==> src/rtl/pcb_defs.svh <==
`ifndef PCB_DEFS_SVH
`define PCB_DEFS_SVH
`define PCB_CMD_SPECIAL 4'h1
`define PCB_CMD_MEM_RD 4'h6
`define PCB_CMD_MEM_WR 4'h7
`define PCB_CMD_CFG_RD 4'hA
`define PCB_CMD_CFG_WR 4'hB
`define PCB_BE_ALL 4'h0
`define PCB_WIN_BASE 32'h8000_0000
`define PCB_WIN_MASK 32'hFFFF_F000
`define PCB_ABORT_CYC 3'h5
`define PCB_FIFO_DEPTH 8
`endif

==> src/rtl/pcb_pkg.sv <==
`default_nettype none
package pcb_pkg;
	typedef struct packed {
		logic [31:0] ad;
		logic [3:0] cbe;
		logic par;
		logic frame_n;
		logic irdy_n;
		logic trdy_n;
		logic devsel_n;
		logic stop_n;
		logic perr_n;
		logic idsel;
		logic gnt_n;
		logic clkrun_n;
	} pcb_bus_in_t;
	typedef struct packed {
		logic [31:0] ad;
		logic ad_oe;
		logic [3:0] cbe;
		logic cbe_oe;
		logic par;
		logic par_oe;
		logic frame_n;
		logic frame_oe;
		logic irdy_n;
		logic irdy_oe;
		logic trdy_n;
		logic devsel_n;
		logic stop_n;
		logic tgt_oe;
		logic perr_n;
		logic perr_oe;
		logic serr_oe;
		logic req_n;
		logic pme_oe;
		logic inta_oe;
		logic clkrun_oe;
	} pcb_bus_out_t;
	typedef struct packed {
		logic [31:0] addr;
		logic [31:0] data;
	} pcb_dma_t;
	typedef struct packed {
		logic [31:0] addr;
		logic [31:0] data;
		logic [3:0] be;
	} pcb_wr_t;
	typedef enum logic [1:0] {PCB_T_IDLE, PCB_T_DEC, PCB_T_DATA, PCB_T_TURN} pcb_tgt_st_t;
	typedef enum logic [2:0] {PCB_M_IDLE, PCB_M_REQ, PCB_M_ADDR, PCB_M_DATA, PCB_M_TURN} pcb_mst_st_t;
endpackage : pcb_pkg
`default_nettype wire

==> src/rtl/pcb_host_port.sv <==
// Operation
// RQ1: Driver of AD makes AD, CBE and PAR hold even ones.
// RQ2: PAR driven only while AD driven; otherwise an input.
// RQ3: CBE carries command then byte enables; initiator drives it.
// RQ4: Initiator asserts FRAME to start and holds it through the burst.
// RQ5: Target asserts TRDY when it can complete the data phase.
// RQ6: On writes IRDY asserted only while valid data is driven.
// RQ7: On reads IRDY shows the master accepts data.
// RQ8: REQ asserted whenever the device wants to be master.
// RQ9: No master transaction starts before GNT is seen.
// RQ10: Configuration cycles claimed only while IDSEL is asserted.
// RQ11: A target decoding its address drives DEVSEL.
// RQ12: Target STOP makes the master terminate.
// RQ13: A PME output carries wake requests.
// RQ14: CLKRUN sampled for clock state, driven to request the clock.
// RQ15: Interrupt requests go out on interrupt line A.
// RQ16: Data parity errors, except Special Cycle, reported on PERR.
// RQ17: PERR driven when receiving, an input when driving AD.
// RQ18: Address, Special Cycle data and system errors reported on SERR.
// RQ19: All bus logic runs on the single bus clock.
// RQ20: Mode input high selects Cardbus, low conventional bus.
// RQ21: Bus reset releases all outputs and idles the machines.
`include "pcb_defs.svh"
`default_nettype none

module pcb_fifo #(
	parameter int W = 68,
	parameter int D = 8
) (
	input wire logic ref_clk,
	input wire logic rst,
	input wire logic in_valid,
	output logic in_ready,
	input wire logic [W-1:0] in_data,
	output logic out_valid,
	input wire logic out_ready,
	output logic [W-1:0] out_data
);
	localparam int AW = $clog2(D);
	logic [W-1:0] mem_q [D];
	logic [AW-1:0] wp_q;
	logic [AW-1:0] rp_q;
	logic [AW:0] cnt_q;
	logic push;
	logic pop;
	assign in_ready = cnt_q != (AW+1)'(D);
	assign out_valid = cnt_q != '0;
	assign out_data = mem_q[rp_q];
	assign push = in_valid & in_ready;
	assign pop = out_valid & out_ready;
	always_ff @(posedge ref_clk) begin
		if (rst) begin
			wp_q <= '0;
			rp_q <= '0;
			cnt_q <= '0;
		end else begin
			if (push)
				wp_q <= AW'(wp_q + 1'b1);
			if (pop)
				rp_q <= AW'(rp_q + 1'b1);
			cnt_q <= (AW+1)'(cnt_q + (AW+1)'(push) - (AW+1)'(pop));
		end
	end
	always_ff @(posedge ref_clk) begin
		if (push)
			mem_q[wp_q] <= in_data;
	end
endmodule : pcb_fifo

module pcb_host_port
	import pcb_pkg::*;
(
	input wire logic ref_clk,
	input wire logic rst,
	input wire logic host_bus_reset_in_n,
	input wire logic card_mode,
	input wire pcb_bus_in_t bus_i,
	output pcb_bus_out_t bus_o,
	output pcb_wr_t wr_o,
	output logic wr_valid,
	input wire logic wr_ready,
	input wire logic [31:0] rd_data,
	input wire logic dma_valid,
	input wire pcb_dma_t dma_i,
	output logic dma_done,
	output logic dma_err,
	input wire logic irq_req,
	input wire logic pme_req,
	input wire logic sys_err,
	output logic perr_seen,
	output logic clk_running
);
	function automatic logic even_sum(logic [31:0] ad, logic [3:0] cbe);
		return ^{ad, cbe};
	endfunction : even_sum

	function automatic logic claims(logic [3:0] cmd, logic [31:0] a, logic idsel);
		return (((cmd == `PCB_CMD_CFG_RD) || (cmd == `PCB_CMD_CFG_WR)) && idsel) ||
			(((cmd == `PCB_CMD_MEM_RD) || (cmd == `PCB_CMD_MEM_WR)) &&
			((a & `PCB_WIN_MASK) == `PCB_WIN_BASE));
	endfunction : claims

	logic brst;
	pcb_tgt_st_t t_st_q;
	pcb_mst_st_t m_st_q;
	logic frame_prev_q, t_wr_q, devsel_n_q, trdy_n_q, stop_n_q, tgt_oe_q;
	logic [31:0] t_addr_q, ad_q;
	logic ad_oe_q, par_q, par_oe_q, req_n_q, frame_n_q, frame_oe_q, irdy_n_q, irdy_oe_q;
	logic [3:0] cbe_q;
	logic cbe_oe_q, m_retry_q, dma_done_q, dma_err_q;
	logic [2:0] m_cnt_q;
	logic [1:0] m_pwin_q;
	logic sum_q, a_chk_q, d_chk_q, s_chk_q, sp_q, perr_n_q, perr_oe_q, serr_oe_q;
	logic perr_seen_q, inta_oe_q, pme_oe_q, clkrun_oe_q, clk_run_q;
	logic addr_ph, t_claim, t_xfer, m_go, m_end, bad, f_in_ready;
	logic [3:0] cbe_cur;
	pcb_wr_t f_in;

	// Either reset idles everything
	assign brst = rst | ~host_bus_reset_in_n; // RQ21
	assign addr_ph = ~bus_i.frame_n & frame_prev_q &
		((m_st_q == PCB_M_IDLE) || (m_st_q == PCB_M_REQ));
	assign t_claim = claims(bus_i.cbe, bus_i.ad, bus_i.idsel); // RQ10
	assign t_xfer = (t_st_q == PCB_T_DATA) & ~bus_i.irdy_n & ~trdy_n_q;
	assign m_go = (m_st_q == PCB_M_REQ) & ~req_n_q & ~bus_i.gnt_n & bus_i.frame_n &
		bus_i.irdy_n & (t_st_q == PCB_T_IDLE) & ~d_chk_q & ~perr_oe_q; // RQ9
	assign m_end = (m_st_q == PCB_M_DATA) & (~bus_i.trdy_n | ~bus_i.stop_n |
		(bus_i.devsel_n & (m_cnt_q == `PCB_ABORT_CYC)));
	assign cbe_cur = cbe_oe_q ? cbe_q : bus_i.cbe;
	assign bad = sum_q ^ bus_i.par;
	assign f_in = '{addr: t_addr_q, data: bus_i.ad, be: bus_i.cbe};

	pcb_fifo #(.W($bits(pcb_wr_t)), .D(`PCB_FIFO_DEPTH)) u_fifo (
		.ref_clk(ref_clk),
		.rst(brst),
		.in_valid(t_xfer & t_wr_q),
		.in_ready(f_in_ready),
		.in_data(f_in),
		.out_valid(wr_valid),
		.out_ready(wr_ready),
		.out_data(wr_o)
	);

	// Target: fast decode, one data phase, always disconnect
	always_ff @(posedge ref_clk) begin
		if (brst) begin
			t_st_q <= PCB_T_IDLE;
			devsel_n_q <= 1'b1;
			trdy_n_q <= 1'b1;
			stop_n_q <= 1'b1;
			tgt_oe_q <= 1'b0;
			t_wr_q <= 1'b0;
			t_addr_q <= '0;
			frame_prev_q <= 1'b1;
		end else begin
			// Previous frame level finds the address phase
			frame_prev_q <= bus_i.frame_n;
			case (t_st_q)
				PCB_T_IDLE: begin
					if (addr_ph && t_claim) begin
						t_st_q <= PCB_T_DEC;
						tgt_oe_q <= 1'b1;
						devsel_n_q <= 1'b0; // RQ11
						t_wr_q <= bus_i.cbe[0];
						t_addr_q <= bus_i.ad;
					end
				end
				PCB_T_DEC: begin
					t_st_q <= PCB_T_DATA;
					stop_n_q <= 1'b0; // RQ12
					// Full buffer turns the write into a retry
					trdy_n_q <= t_wr_q & ~f_in_ready; // RQ5
				end
				PCB_T_DATA: begin
					if (!bus_i.irdy_n) begin // RQ7
						t_st_q <= PCB_T_TURN;
						devsel_n_q <= 1'b1;
						trdy_n_q <= 1'b1;
						stop_n_q <= 1'b1;
					end
				end
				PCB_T_TURN: begin
					t_st_q <= PCB_T_IDLE;
					tgt_oe_q <= 1'b0;
				end
				default: t_st_q <= PCB_T_IDLE;
			endcase
		end
	end

	// Master: single-word memory write per request
	always_ff @(posedge ref_clk) begin
		if (brst) begin
			m_st_q <= PCB_M_IDLE;
			req_n_q <= 1'b1;
			frame_n_q <= 1'b1;
			frame_oe_q <= 1'b0;
			irdy_n_q <= 1'b1;
			irdy_oe_q <= 1'b0;
			cbe_q <= '0;
			cbe_oe_q <= 1'b0;
			m_cnt_q <= '0;
			m_retry_q <= 1'b0;
			dma_done_q <= 1'b0;
			dma_err_q <= 1'b0;
		end else begin
			dma_done_q <= 1'b0;
			dma_err_q <= 1'b0;
			case (m_st_q)
				PCB_M_IDLE: begin
					if (dma_valid) begin
						m_st_q <= PCB_M_REQ;
						req_n_q <= 1'b0; // RQ8
					end
				end
				PCB_M_REQ: begin
					if (m_go) begin
						m_st_q <= PCB_M_ADDR;
						req_n_q <= 1'b1;
						frame_n_q <= 1'b0; // RQ4
						frame_oe_q <= 1'b1;
						cbe_q <= `PCB_CMD_MEM_WR; // RQ3
						cbe_oe_q <= 1'b1;
					end
				end
				PCB_M_ADDR: begin
					m_st_q <= PCB_M_DATA;
					frame_n_q <= 1'b1;
					irdy_n_q <= 1'b0; // RQ6
					irdy_oe_q <= 1'b1;
					cbe_q <= `PCB_BE_ALL; // RQ3
					m_cnt_q <= '0;
				end
				PCB_M_DATA: begin
					m_cnt_q <= 3'(m_cnt_q + 1'b1);
					if (m_end) begin
						m_st_q <= PCB_M_TURN;
						irdy_n_q <= 1'b1;
						frame_oe_q <= 1'b0;
						cbe_oe_q <= 1'b0;
						m_retry_q <= bus_i.trdy_n & ~bus_i.stop_n; // RQ12
						dma_done_q <= ~bus_i.trdy_n;
						dma_err_q <= bus_i.trdy_n & bus_i.stop_n;
					end
				end
				PCB_M_TURN: begin
					irdy_oe_q <= 1'b0;
					m_st_q <= m_retry_q ? PCB_M_REQ : PCB_M_IDLE;
					req_n_q <= ~m_retry_q;
				end
				default: m_st_q <= PCB_M_IDLE;
			endcase
		end
	end

	// Address/data drivers shared by both roles
	always_ff @(posedge ref_clk) begin
		if (brst) begin
			ad_q <= '0;
			ad_oe_q <= 1'b0;
		end else if (m_go) begin
			ad_q <= dma_i.addr;
			ad_oe_q <= 1'b1;
		end else if (m_st_q == PCB_M_ADDR) begin
			ad_q <= dma_i.data;
		end else if (m_end) begin
			ad_oe_q <= 1'b0;
		end else if (t_st_q == PCB_T_DEC && !t_wr_q) begin
			ad_q <= rd_data;
			ad_oe_q <= 1'b1;
		end else if (t_st_q == PCB_T_DATA && !bus_i.irdy_n) begin
			ad_oe_q <= 1'b0;
		end
	end

	// Parity lags the lines it covers by one clock
	always_ff @(posedge ref_clk) begin
		if (brst) begin
			par_q <= 1'b0;
			par_oe_q <= 1'b0;
		end else begin
			par_q <= even_sum(ad_q, cbe_cur); // RQ1
			par_oe_q <= ad_oe_q; // RQ2
		end
	end

	// Parity checking and error reporting
	always_ff @(posedge ref_clk) begin
		if (brst) begin
			sum_q <= 1'b0;
			a_chk_q <= 1'b0;
			d_chk_q <= 1'b0;
			s_chk_q <= 1'b0;
			sp_q <= 1'b0;
			perr_n_q <= 1'b1;
			perr_oe_q <= 1'b0;
			serr_oe_q <= 1'b0;
			m_pwin_q <= '0;
			perr_seen_q <= 1'b0;
		end else begin
			sum_q <= even_sum(bus_i.ad, bus_i.cbe);
			a_chk_q <= addr_ph;
			d_chk_q <= t_xfer & t_wr_q;
			s_chk_q <= sp_q & ~bus_i.irdy_n;
			if (addr_ph)
				sp_q <= bus_i.cbe == `PCB_CMD_SPECIAL;
			else if (!bus_i.irdy_n)
				sp_q <= 1'b0;
			serr_oe_q <= ((a_chk_q | s_chk_q) & bad) | sys_err; // RQ18
			if (d_chk_q && bad) begin
				perr_n_q <= 1'b0; // RQ16 RQ17
				perr_oe_q <= 1'b1;
			end else if (!perr_n_q) begin
				perr_n_q <= 1'b1;
			end else begin
				perr_oe_q <= 1'b0;
			end
			m_pwin_q <= {m_pwin_q[0], dma_done_q};
			perr_seen_q <= (|m_pwin_q) & ~bus_i.perr_n; // RQ17
		end
	end

	// Sideband: interrupt, wake, clock run
	always_ff @(posedge ref_clk) begin
		if (brst) begin
			inta_oe_q <= 1'b0;
			pme_oe_q <= 1'b0;
			clkrun_oe_q <= 1'b0;
			clk_run_q <= 1'b0;
		end else begin
			inta_oe_q <= irq_req; // RQ15
			pme_oe_q <= pme_req; // RQ13
			clk_run_q <= ~bus_i.clkrun_n; // RQ14
			clkrun_oe_q <= card_mode & (dma_valid | irq_req | pme_req) &
				bus_i.clkrun_n & ~clkrun_oe_q; // RQ14 RQ20
		end
	end

	assign bus_o = '{ad: ad_q, ad_oe: ad_oe_q, cbe: cbe_q, cbe_oe: cbe_oe_q,
		par: par_q, par_oe: par_oe_q, frame_n: frame_n_q, frame_oe: frame_oe_q,
		irdy_n: irdy_n_q, irdy_oe: irdy_oe_q, trdy_n: trdy_n_q, devsel_n: devsel_n_q,
		stop_n: stop_n_q, tgt_oe: tgt_oe_q, perr_n: perr_n_q, perr_oe: perr_oe_q,
		serr_oe: serr_oe_q, req_n: req_n_q, pme_oe: pme_oe_q, inta_oe: inta_oe_q,
		clkrun_oe: clkrun_oe_q};
	assign dma_done = dma_done_q;
	assign dma_err = dma_err_q;
	assign perr_seen = perr_seen_q;
	assign clk_running = clk_run_q;
endmodule : pcb_host_port
`default_nettype wire

==> config.mk <==
export PLATFORM = sky130hd
export DESIGN_NAME = pcb_host_port
export DESIGN_NICKNAME = d
export VERILOG_FILES = /design/src/rtl/pcb_pkg.sv /design/src/rtl/pcb_host_port.sv
export VERILOG_INCLUDE_DIRS = /design/src /design/src/rtl
export SDC_FILE = /design/constraint.sdc
export NUM_CORES = 1
export LEC_CHECK = 0
export ABC_AREA = 1
export BUFFER_PORTS_ARGS = -buffer_cell sky130_fd_sc_hd__buf_2
export CELL_PAD_IN_SITES_DETAIL_PLACEMENT = 1
export CELL_PAD_IN_SITES_GLOBAL_PLACEMENT = 2
export CORE_AREA = 2 2 236 284
export CTS_BUF_LIST = sky130_fd_sc_hd__clkbuf_16
export DETAILED_ROUTE_END_ITERATION = 10
export DIE_AREA = 0 0 238 286
export GPL_TIMING_DRIVEN = 0
export HOLD_SLACK_MARGIN = 0.05
export PLACE_DENSITY = 0.89
export SLEW_MARGIN = 10
export SYNTH_ARGS = -nofsm -noshare
export SYNTH_HDL_FRONTEND = slang
export SYNTH_SLANG_ARGS = --single-unit
==> constraint.sdc <==
create_clock -name ref_clk -period 27.1 [get_ports ref_clk]
set_clock_uncertainty 0.2 [all_clocks]
set_input_delay 8.13 -clock ref_clk [delete_from_list [all_inputs] [get_ports ref_clk]]
set_output_delay 8.13 -clock ref_clk [all_outputs]
set_load 0.05 [all_outputs]
==> results.sh, run 1 <==
export IMPL_fin_crit_ns=12.09
export IMPL_syn_inst=2427
export IMPL_clock_fmax_mhz=82.7
export IMPL_antenna_left=0
export IMPL_num_rows=103
export IMPL_grt_pass1_wl_um=133000
export IMPL_fin_setup_tns_ns=0
export IMPL_place_area_um2=30300
export IMPL_yosys_cell_count_top_type="edfxtp_1"
export IMPL_die_w_um=238
export IMPL_first_global_vias=22236
export IMPL_p_leak_nw=12.4
export IMPL_cp_max_fo=10
export IMPL_grt_start_max_net_pins=24
export IMPL_cp_slowest_stage_delay_ns=0.72
export IMPL_clock_sinks=662
export IMPL_gp_congestion=0.841
export IMPL_dp_hpwl_um=62600
export IMPL_seq_area_frac_synth=0.689
export IMPL_dieArea_um2=68100
export IMPL_finalSetupViolCount=0
export IMPL_n_fill_cell=7201
export IMPL_period_share=0.446
export IMPL_place_inst=3591
export IMPL_yosysTopAreaCell="edfxtp_1"
export IMPL_final_area_um2=32400
export IMPL_insertion_delay_ns=0.62
export IMPL_core_area_um2=65500
export IMPL_hold_viol=0
export IMPL_grt_overflow_total=0
export IMPL_cts_setup_buffers=0
export IMPL_io_pins=279
export IMPL_cts_resized=0
export IMPL_peakVddDrop_v=0.0000403
export IMPL_outcome="finished, final reports clean"
export IMPL_vias=20796
export IMPL_antenna_found_initial=12
export IMPL_wl_per_cell_um=24.0
export IMPL_crit_path_top_delay_cell="clkbuf_1"
export IMPL_ys_warn_count=0
export IMPL_port_buffers=277
export IMPL_die_y_um=286
export IMPL_cap_violations=0
export IMPL_hold_class="flop to flop"
export IMPL_drc=0
export IMPL_syn_avg_cell_area_um2=11.2
export IMPL_required_ns=18.77
export IMPL_synth_distinct_cells=42
export IMPL_track_usage=0.259
export IMPL_syn_num_nets=2609
export IMPL_crit_chain="buf_2 -> clkbuf_1 -> buf_2 -> nor2_1 -> nor2_1 -> o21ai_0 -> a31oi_1 -> buf_2"
export IMPL_power_density_nw_per_um2=72.4
export IMPL_cp_end_kind="output pin"
export IMPL_drt_first_pass_iters=5
export IMPL_synthesis_area_um2=27100
export IMPL_cp_common_cell="buf_2"
export IMPL_power_w=0.00235
export IMPL_ys_ff_latch=662
export IMPL_slew_headroom=0.347
export IMPL_area_growth_pct=19.5
export IMPL_async_reset_ff_frac=0
export IMPL_htreeDepth=3
export IMPL_final_core_util=0.495
export IMPL_synth_top_area_share=0.602
export IMPL_drt_iter0_drc=1557
export IMPL_nNetsFinal=3005
export IMPL_synth_ff_type="edfxtp_1"
export IMPL_drive_above_1_share=0.177
export IMPL_cts_root_buf="clkbuf_16"
export IMPL_avgViaCountPerCell=5.59
export IMPL_wl_um=89500
export IMPL_cts_max_path_buffers=3
export IMPL_cts_hold_fix_buffers=0
export IMPL_final_cells=3723
export IMPL_synth_edf_count=544
export IMPL_tightest_slew_ns=0.975
export IMPL_critPathArrivalTime_ns=3.76
export IMPL_cts_clk_slew_worst_paths_ns=0.06
export IMPL_yosys_top_cells_count="544 x edfxtp_1, 524 x nor2_1, 328 x o21ai_0, 216 x nand2_1, 126 x inv_1"
export IMPL_start_kind="flop"
export IMPL_cts_buffers=70
export IMPL_cts_tree="built"
export IMPL_rsz0062_at_grt="false"
export IMPL_path_class="flop to output pin"
export IMPL_synthTopCellsByArea="edfxtp_1 60%, dfxtp_1 8.7%, nor2_1 7.2%"
export IMPL_maxSlewViolCount=0
export IMPL_initial_core_util=0.415
[final cells by class]
type / instances / area (um2) / area share
well taps: 840 / 1050 / 0.0324
multi-input cells: 1473 / 7220 / 0.223
diodes: 7 / 17.5 / 0.000540
flip-flops and latches: 662 / 18700 / 0.576
clock buffers: 71 / 1780 / 0.0548
plain buffers: 158 / 773 / 0.0238
inverters: 134 / 503 / 0.0155
repair buffers: 324 / 2020 / 0.0624
clock inverters: 54 / 370 / 0.0114
[layer usage]
layer	vias up	part of all wire	track usage
met5	-	0.00067	0
met4	12	0.040	0.109
met3	213	0.062	0.0448
met2	822	0.52	0.475
met1	10418	0.37	0.297
li1	9331	-	-
[power breakdown]
part | leakage [nW] | total [W] | internal, W | switching, W
Clock | 1.12 | 0.000919 | 0.000515 | 0.000404
Combinational | 5.14 | 0.000329 | 0.0000814 | 0.000248
Sequential | 6.15 | 0.00110 | 0.00110 | 0.00000335
[placed cells by master, fill, tap and decap left out, drive strengths merged, types with 2 or more instances in the layout]
master and n:
edfxtp 544, nor2 527, buf 402, o21ai 356, nand2 221, inv 156, clkbuf 151, dfxtp 118
a31oi 92, o22ai 69, a21oi 67, ha 30, nand3 26, a22oi 24, clkinv 24, xnor2 23
xor2 9, nor3 8, diode 7, nand4 6, clkinvlp 4, bufinv 4, nand3b 3, o211ai 2
nor4 2
[flip-flops by register name, indices dropped and copies added (netlist names), 2 cells and up, named ones only]
signal	count
m_pwin_q	2
m_cnt_q	3
ad_q	32
u_fifo.rp_q	3
u_fifo.wp_q	3
t_st_q	2
u_fifo.cnt_q	4
t_addr_q	32
u_fifo.mem_q	544
m_st_q	3
[worst paths after layout]
kind                                   from                   to  slack, ns  cells past startpoint
worst min register to register  m_pwin_q[0]          m_pwin_q[1]       0.22                      2
worst max-delay path                   flop             wr_o[67]      15.01                      8
worst min-delay path            m_pwin_q[0]          m_pwin_q[1]       0.22                      2
worst max register to register    t_st_q[0]  u_fifo.mem_q[1][42]      23.31                     14
[worst max-delay path: cells and delay by family, from the launching register on]
kind	cells	cell delay, ns
compound gates	2	0.65
buf+inv	4	1.88
flops	1	0.37
simple gates	2	0.21
[cells by family after synthesis]
| family | after synthesis | share of synthesized area |
|---|---|---|
| flops | 662 | 0.689 |
| simple gates | 795 | 0.116 |
| compound gates | 614 | 0.123 |
| buf+inv | 292 | 0.0470 |
| other cells | 1 | 0.000138 |
| xor+xnor | 32 | 0.0103 |
| fa+ha+maj | 31 | 0.0146 |
[through the flow]
stage	worst slack, ns	hold WS [ns]
after floorplan	12.90	0.200
after global routing	15.08	0.269
after global placement	8.10	0.211
after CTS	15.14	0.227
after detailed placement	15.78	0.218
final	15.01	0.225
Note: power is estimated with default switching activity, not from simulation.
==> run 2: changes to the inputs <==
--- a/config.mk
+++ b/config.mk
@@ -6,17 +6,17 @@
 export SDC_FILE = /design/constraint.sdc
 export NUM_CORES = 1
 export LEC_CHECK = 0
-export ABC_AREA = 1
+export ABC_AREA = 0
 export BUFFER_PORTS_ARGS = -buffer_cell sky130_fd_sc_hd__buf_2
 export CELL_PAD_IN_SITES_DETAIL_PLACEMENT = 1
 export CELL_PAD_IN_SITES_GLOBAL_PLACEMENT = 2
-export CORE_AREA = 2 2 236 284
+export CORE_AREA = 2 2 226 273
 export CTS_BUF_LIST = sky130_fd_sc_hd__clkbuf_16
 export DETAILED_ROUTE_END_ITERATION = 10
-export DIE_AREA = 0 0 238 286
+export DIE_AREA = 0 0 228 275
 export GPL_TIMING_DRIVEN = 0
 export HOLD_SLACK_MARGIN = 0.05
-export PLACE_DENSITY = 0.89
+export PLACE_DENSITY = 0.84
 export SLEW_MARGIN = 10
 export SYNTH_ARGS = -nofsm -noshare
 export SYNTH_HDL_FRONTEND = slang
==> constraint.sdc (replaced) <==
create_clock -name ref_clk -period 11.3 [get_ports ref_clk]
set_clock_uncertainty 0.2 [all_clocks]
set_input_delay 3.39 -clock ref_clk [delete_from_list [all_inputs] [get_ports ref_clk]]
set_output_delay 3.39 -clock ref_clk [all_outputs]
set_load 0.05 [all_outputs]
==> results.sh, run 2 <==
export IMPL_yosys_cell_count_top_type="edfxtp_1"
export IMPL_synth_edf_count=544
export IMPL_cp_common_cell="buf_2"
export IMPL_maxSlewViolCount=0
export IMPL_cts_clk_slew_worst_paths_ns=0.07
export IMPL_drc=0
export IMPL_nNetsFinal=2030
export IMPL_wl_per_cell_um=26.3
export IMPL_path_class="flop to output pin"
export IMPL_cts_setup_buffers=0
export IMPL_start_kind="flop"
export IMPL_antenna_found_initial=5
export IMPL_wl_um=71100
export IMPL_cts_tree="built"
export IMPL_area_growth_pct=19.6
export IMPL_hold_viol=0
export IMPL_outcome="finished, final reports clean"
export IMPL_first_global_vias=16310
export IMPL_syn_num_nets=1654
export IMPL_dp_hpwl_um=49800
export IMPL_yosysTopAreaCell="edfxtp_1"
export IMPL_vias=14773
export IMPL_tightest_slew_ns=1.16
export IMPL_io_pins=279
export IMPL_final_cell_mix="544 x edfxtp_1, 295 x buf_2, 136 x mux4_2"
export IMPL_critPathBufInv=4
export IMPL_syn_avg_cell_area_um2=17.8
export IMPL_async_reset_ff_frac=0
export IMPL_initial_core_util=0.435
export IMPL_rsz0062_at_grt="false"
export IMPL_grt_pass1_wl_um=106000
export IMPL_yosys_top_cells_count="544 x edfxtp_1, 136 x mux4_2, 118 x dfxtp_1, 92 x nor2_1"
export IMPL_whs_ns=0.230
export IMPL_hold_class="flop to flop"
export IMPL_cap_violations=0
export IMPL_core_area_um2=60200
export IMPL_grt_overflow_total=0
export IMPL_antenna_left=0
export IMPL_die_y_um=275
export IMPL_grt_start_max_net_pins=24
export IMPL_drt_first_pass_iters=5
export IMPL_clock_fmax_mhz=138
export IMPL_num_rows=99
export IMPL_cp_slowest_stage_delay_ns=0.68
export IMPL_p_leak_nw=11.6
export IMPL_n_fill_cell=5764
export IMPL_port_buffers=277
export IMPL_htreeDepth=2
export IMPL_syn_inst=1472
export IMPL_dieArea_um2=62700
export IMPL_ys_warn_count=0
export IMPL_fin_crit_ns=7.22
export IMPL_drt_iter0_drc=995
export IMPL_place_inst=2593
export IMPL_cp_max_fo=10
export IMPL_drive_above_1_share=0.354
export IMPL_regMostFlops="u_fifo.mem_q"
export IMPL_cts_resized=0
export IMPL_period_share=0.639
export IMPL_peakVddDrop_v=0.000129
export IMPL_final_common_cell="edfxtp_1"
export IMPL_seq_area_frac_synth=0.714
export IMPL_largest_reg_flops=544
export IMPL_cts_hold_fix_buffers=0
export IMPL_synthesis_area_um2=26200
export IMPL_crit_family="buffers and inverters"
export IMPL_track_usage=0.228
export IMPL_synth_top_area_share=0.624
export IMPL_synth_distinct_cells=50
export IMPL_ys_ff_latch=662
export IMPL_die_w_um=228
export IMPL_synth_ff_type="edfxtp_1"
export IMPL_final_cells=2707
export IMPL_clock_sinks=662
export IMPL_crit_path_top_delay_cell="clkbuf_1"
export IMPL_insertion_delay_ns=0.62
export IMPL_slew_headroom=0.229
export IMPL_gp_congestion=0.871
export IMPL_cts_root_buf="clkbuf_16"
export IMPL_cts_buffers=61
export IMPL_finalSetupViolCount=0
export IMPL_reg_top3="u_fifo.mem_q: 544 flops, ad_q: 32 flops, t_addr_q: 32 flops"
export IMPL_power_density_nw_per_um2=168
export IMPL_cts_max_path_buffers=3
export IMPL_required_ns=7.71
export IMPL_synthTopCellsByArea="edfxtp_1 62%, mux4_2 12%, dfxtp_1 9.0%"
export IMPL_cp_end_kind="output pin"
export IMPL_avgViaCountPerCell=5.46
export IMPL_critPathArrivalTime_ns=3.63
export IMPL_crit_chain="buf_2 -> buf_1 -> clkbuf_1 -> mux4_2 -> mux2_2 -> buf_2"
run 2: report_power, final:
group / total (W) / switching, W / internal, W
combinational: 0.000453 / 0.000275 / 0.000178
sequential: 0.00264 / 0.00000729 / 0.00263
clock: 0.00216 / 0.000912 / 0.00125
total: 0.00525 / 0.00119 / 0.00405
run 2: cells by family after synthesis:
logic type,count (synthesis),share of synthesized area
other,1,0.000143
and+or+nand+nor,173,0.0304
DFF,662,0.714
muxes,219,0.152
adders and majority gates,31,0.0151
buffers and inverters,136,0.0259
AOI/OAI and AO/OA,185,0.0399
xor gates and xnor gates,65,0.0223
run 2: worst paths after layout:
check | cells past startpoint | start | slack (ns) | endpoint
max | 6 | flop | 4.08 | wr_o[37]
min | 1 | clkrun_oe_q | 0.23 | clkrun_oe_q
max reg2reg | 10 | t_st_q[0] | 7.42 | u_fifo.mem_q[0][59]
min reg2reg | 1 | clkrun_oe_q | 0.23 | clkrun_oe_q
run 2: metal layers:
metal	vias up	wire length, um	track usage
li1	6478	-	-
met1	7671	27700	0.272
met2	505	37800	0.426
met3	111	3670	0.0392
met4	8	1830	0.0642
met5	-	53	0
run 2: final cells by class:
| cell class | count | area (um2) | area share |
|---|---|---|---|
| Inverter | 39 | 146 | 0.00468 |
| Buffer | 97 | 531 | 0.0169 |
| Clock inverter | 51 | 537 | 0.0171 |
| Tap cell | 808 | 1010 | 0.0323 |
| Sequential cell | 662 | 18700 | 0.597 |
| Clock buffer | 62 | 1550 | 0.0496 |
| Antenna cell | 1 | 2.50 | 0.0000799 |
| Timing Repair Buffer | 313 | 1980 | 0.0631 |
| Multi-Input combinational cell | 674 | 6860 | 0.219 |
run 2: worst reg2reg max path: stages, from the launching register on:
cell      delay [ns]
dfxtp_1         0.34
inv_1           0.09
ha_1            0.27
nor2b_1         0.28
nand3b_1        0.15
a21oi_1         0.51
nand2b_1        0.36
nor3_2          0.64
buf_4           0.34
buf_8           0.18
buf_4           0.23
run 2: metrics by stage:
| step | setup TNS [ns] | total power, W | cell area, um2 | setup WS (ns) | util |
|---|---|---|---|---|---|
| 2_1_floorplan | 0 | 0.00300 | 26200 | 1.69 | - |
| 3_3_place_gp | -457.48 | 0.00313 | 28600 | -3.41 | 0.475 |
| 3_5_place_dp | 0 | 0.00315 | 29200 | 4.59 | 0.485 |
| 4_1_cts | 0 | 0.00529 | 31300 | 4.00 | 0.520 |
| 5_1_grt | 0 | 0.00539 | 31300 | 3.97 | 0.520 |
| 6_report | 0 | 0.00525 | 31300 | 4.08 | 0.520 |
==> run 3: changes to the inputs <==
--- a/config.mk
+++ b/config.mk
@@ -6,17 +6,17 @@
 export SDC_FILE = /design/constraint.sdc
 export NUM_CORES = 1
 export LEC_CHECK = 0
-export ABC_AREA = 0
+export ABC_AREA = 1
 export BUFFER_PORTS_ARGS = -buffer_cell sky130_fd_sc_hd__buf_2
 export CELL_PAD_IN_SITES_DETAIL_PLACEMENT = 1
 export CELL_PAD_IN_SITES_GLOBAL_PLACEMENT = 2
-export CORE_AREA = 2 2 226 273
+export CORE_AREA = 2 2 258 311
 export CTS_BUF_LIST = sky130_fd_sc_hd__clkbuf_16
 export DETAILED_ROUTE_END_ITERATION = 10
-export DIE_AREA = 0 0 228 275
+export DIE_AREA = 0 0 260 313
 export GPL_TIMING_DRIVEN = 0
 export HOLD_SLACK_MARGIN = 0.05
-export PLACE_DENSITY = 0.84
+export PLACE_DENSITY = 0.79
 export SLEW_MARGIN = 10
 export SYNTH_ARGS = -nofsm -noshare
 export SYNTH_HDL_FRONTEND = slang
==> constraint.sdc (replaced) <==
create_clock -name ref_clk -period 6.3 [get_ports ref_clk]
set_clock_uncertainty 0.2 [all_clocks]
set_input_delay 1.89 -clock ref_clk [delete_from_list [all_inputs] [get_ports ref_clk]]
set_output_delay 1.89 -clock ref_clk [all_outputs]
set_load 0.05 [all_outputs]
==> results.sh, run 3 (same netlist as run 1, synthesis figures left out) <==
export IMPL_antenna_found_initial=6
export IMPL_dp_hpwl_um=61700
export IMPL_critPathArrivalTime_ns=3.77
export IMPL_cts_buffers=69
export IMPL_nNetsFinal=2995
export IMPL_drt_first_pass_iters=5
export IMPL_cts_max_path_buffers=3
export IMPL_peakVddDrop_v=0.000188
export IMPL_crit_path_top_delay_cell="clkbuf_1"
export IMPL_min_from="m_pwin_q[0]"
export IMPL_grt_busiest_layer="met2"
export IMPL_cp_end_kind="output pin"
export IMPL_first_global_vias=21167
export IMPL_grt_start_max_net_pins=27
export IMPL_grt_pass1_wl_um=128000
export IMPL_num_rows=113
export IMPL_met2_usage=0.371
export IMPL_regMostFlops="u_fifo.mem_q"
export IMPL_core_area_um2=78500
export IMPL_drive_above_1_share=0.177
export IMPL_drt_iter0_drc=1222
export IMPL_cp_max_fo=10
export IMPL_largest_reg_flops=544
export IMPL_cts_root_buf="clkbuf_16"
export IMPL_cts_resized=0
export IMPL_insertion_delay_ns=0.63
export IMPL_clock_fmax_mhz=171
export IMPL_path_class="flop to output pin"
export IMPL_gr_usage_met3=0.0352
export IMPL_drc=0
export IMPL_power_density_nw_per_um2=311
export IMPL_cts_clk_slew_worst_paths_ns=0.06
export IMPL_fin_crit_ns=5.86
export IMPL_fin_setup_tns_ns=0
export IMPL_start_kind="flop"
export IMPL_place_area_um2=30500
export IMPL_final_cell_mix="544 x edfxtp_1, 520 x nor2_1, 328 x o21ai_0"
export IMPL_reg_top3="u_fifo.mem_q: 544 flops, ad_q: 32 flops, t_addr_q: 32 flops"
export IMPL_final_cells=3906
export IMPL_cp_slowest_stage_delay_ns=0.79
export IMPL_hold_class="flop to flop"
export IMPL_io_pins=279
export IMPL_cts_hold_fix_buffers=0
export IMPL_maxSlewViolCount=0
export IMPL_final_core_util=0.417
export IMPL_port_buffers=277
export IMPL_crit_chain="buf_2 -> clkbuf_1 -> buf_2 -> nor2_1 -> nor2_1 -> o21ai_0 -> a31oi_1 -> buf_2"
export IMPL_period_share=0.930
export IMPL_initial_core_util=0.346
export IMPL_slew_headroom=0.331
export IMPL_gp_congestion=0.802
export IMPL_p_leak_nw=12.4
export IMPL_cp_common_cell="buf_2"
export IMPL_rr_worst_depth=13
export IMPL_power_w=0.0102
export IMPL_r2r_end="u_fifo.mem_q[0][11]"
export IMPL_grt_overflow_total=0
export IMPL_final_common_cell="edfxtp_1"
export IMPL_avgViaCountPerCell=5.12
export IMPL_die_w_um=260
export IMPL_rsz0062_at_grt="false"
export IMPL_cts_setup_buffers=0
export IMPL_vias=19988
export IMPL_clock_sinks=662
export IMPL_track_usage=0.209
export IMPL_hold_viol=0
export IMPL_tightest_slew_ns=1.00
export IMPL_wl_per_cell_um=22.1
export IMPL_htreeDepth=3
export IMPL_wl_um=86200
export IMPL_r2r_start="t_st_q[0]"
export IMPL_final_area_um2=32700
export IMPL_use_met1=0.252
export IMPL_place_inst=3777
export IMPL_die_y_um=313
export IMPL_outcome="finished, final reports clean"
export IMPL_antenna_left=0
export IMPL_cap_violations=0
export IMPL_min_to="m_pwin_q[1]"
export IMPL_cts_tree="built"
export IMPL_required_ns=4.21
export IMPL_area_growth_pct=20.4
export IMPL_dieArea_um2=81400
export IMPL_finalSetupViolCount=0
export IMPL_hold_depth=2
export IMPL_rrSetupSlack_ns=2.41
## run 3: cell types whose count changed in the layout (fill, tap and decap cells not counted), sizes merged, moves of 30 or more
cell	previous run	this run
nor2	98	527
o21ai	70	356
nand2	21	221
mux4	136	0
inv	53	150
a31oi	0	92
mux2	68	0
o22ai	2	69
clkbuf	103	151
xnor2	53	23
## run 3: how the worst max path moves through the flow
stage | depth (start not counted) | to | slack (ns)
global placement | 8 | u_fifo.mem_q[0][47] | -6.48
detailed placement | 11 | u_fifo.mem_q[0][9] | 1.04
finish | 8 | wr_o[0] | 0.44
floorplan | 7 | u_fifo.mem_q[0][0] | -1.66
global route | 8 | wr_o[0] | 0.37
CTS | 8 | wr_o[0] | 0.42
## run 3: area by class of cell
cell class | count | area (um2)
fillers | 8657 | 45800
inverters | 134 | 503
clock inverters | 57 | 459
multi-input cells | 1473 | 7230
flip-flops and latches | 662 | 18700
diodes | 1 | 2.50
plain buffers | 158 | 773
well taps | 1035 | 1290
clock buffers | 71 | 1780
repair buffers | 315 | 1950
## run 3: worst max-delay path, delay by kind of cell (launching register included)
family / cells / cell delay (ns)
AO/OA/AOI/OAI: 2 / 0.65
flip-flops: 1 / 0.37
buffers and inverters: 4 / 1.94
AND/OR/NAND/NOR: 2 / 0.18
## run 3: power breakdown
part / switching, W / internal, W / total (W)
clock: 0.00177 / 0.00228 / 0.00405
sequential: 0.0000136 / 0.00472 / 0.00473
combinational: 0.00105 / 0.000349 / 0.00140
total: 0.00283 / 0.00734 / 0.0102
## run 3: metal layers
layer,wire length [um],up-vias
li1,-,9319
met1,34600,9951
met2,44100,544
met3,4560,162
met4,2840,12
met5,70,-
## run 3: per-stage QoR
step	worst slack, ns	hold WS, ns
after floorplan	-1.66	0.200
after global placement	-6.48	0.213
after detailed placement	1.04	0.218
after CTS	0.419	0.235
after global routing	0.366	0.251
final	0.440	0.227
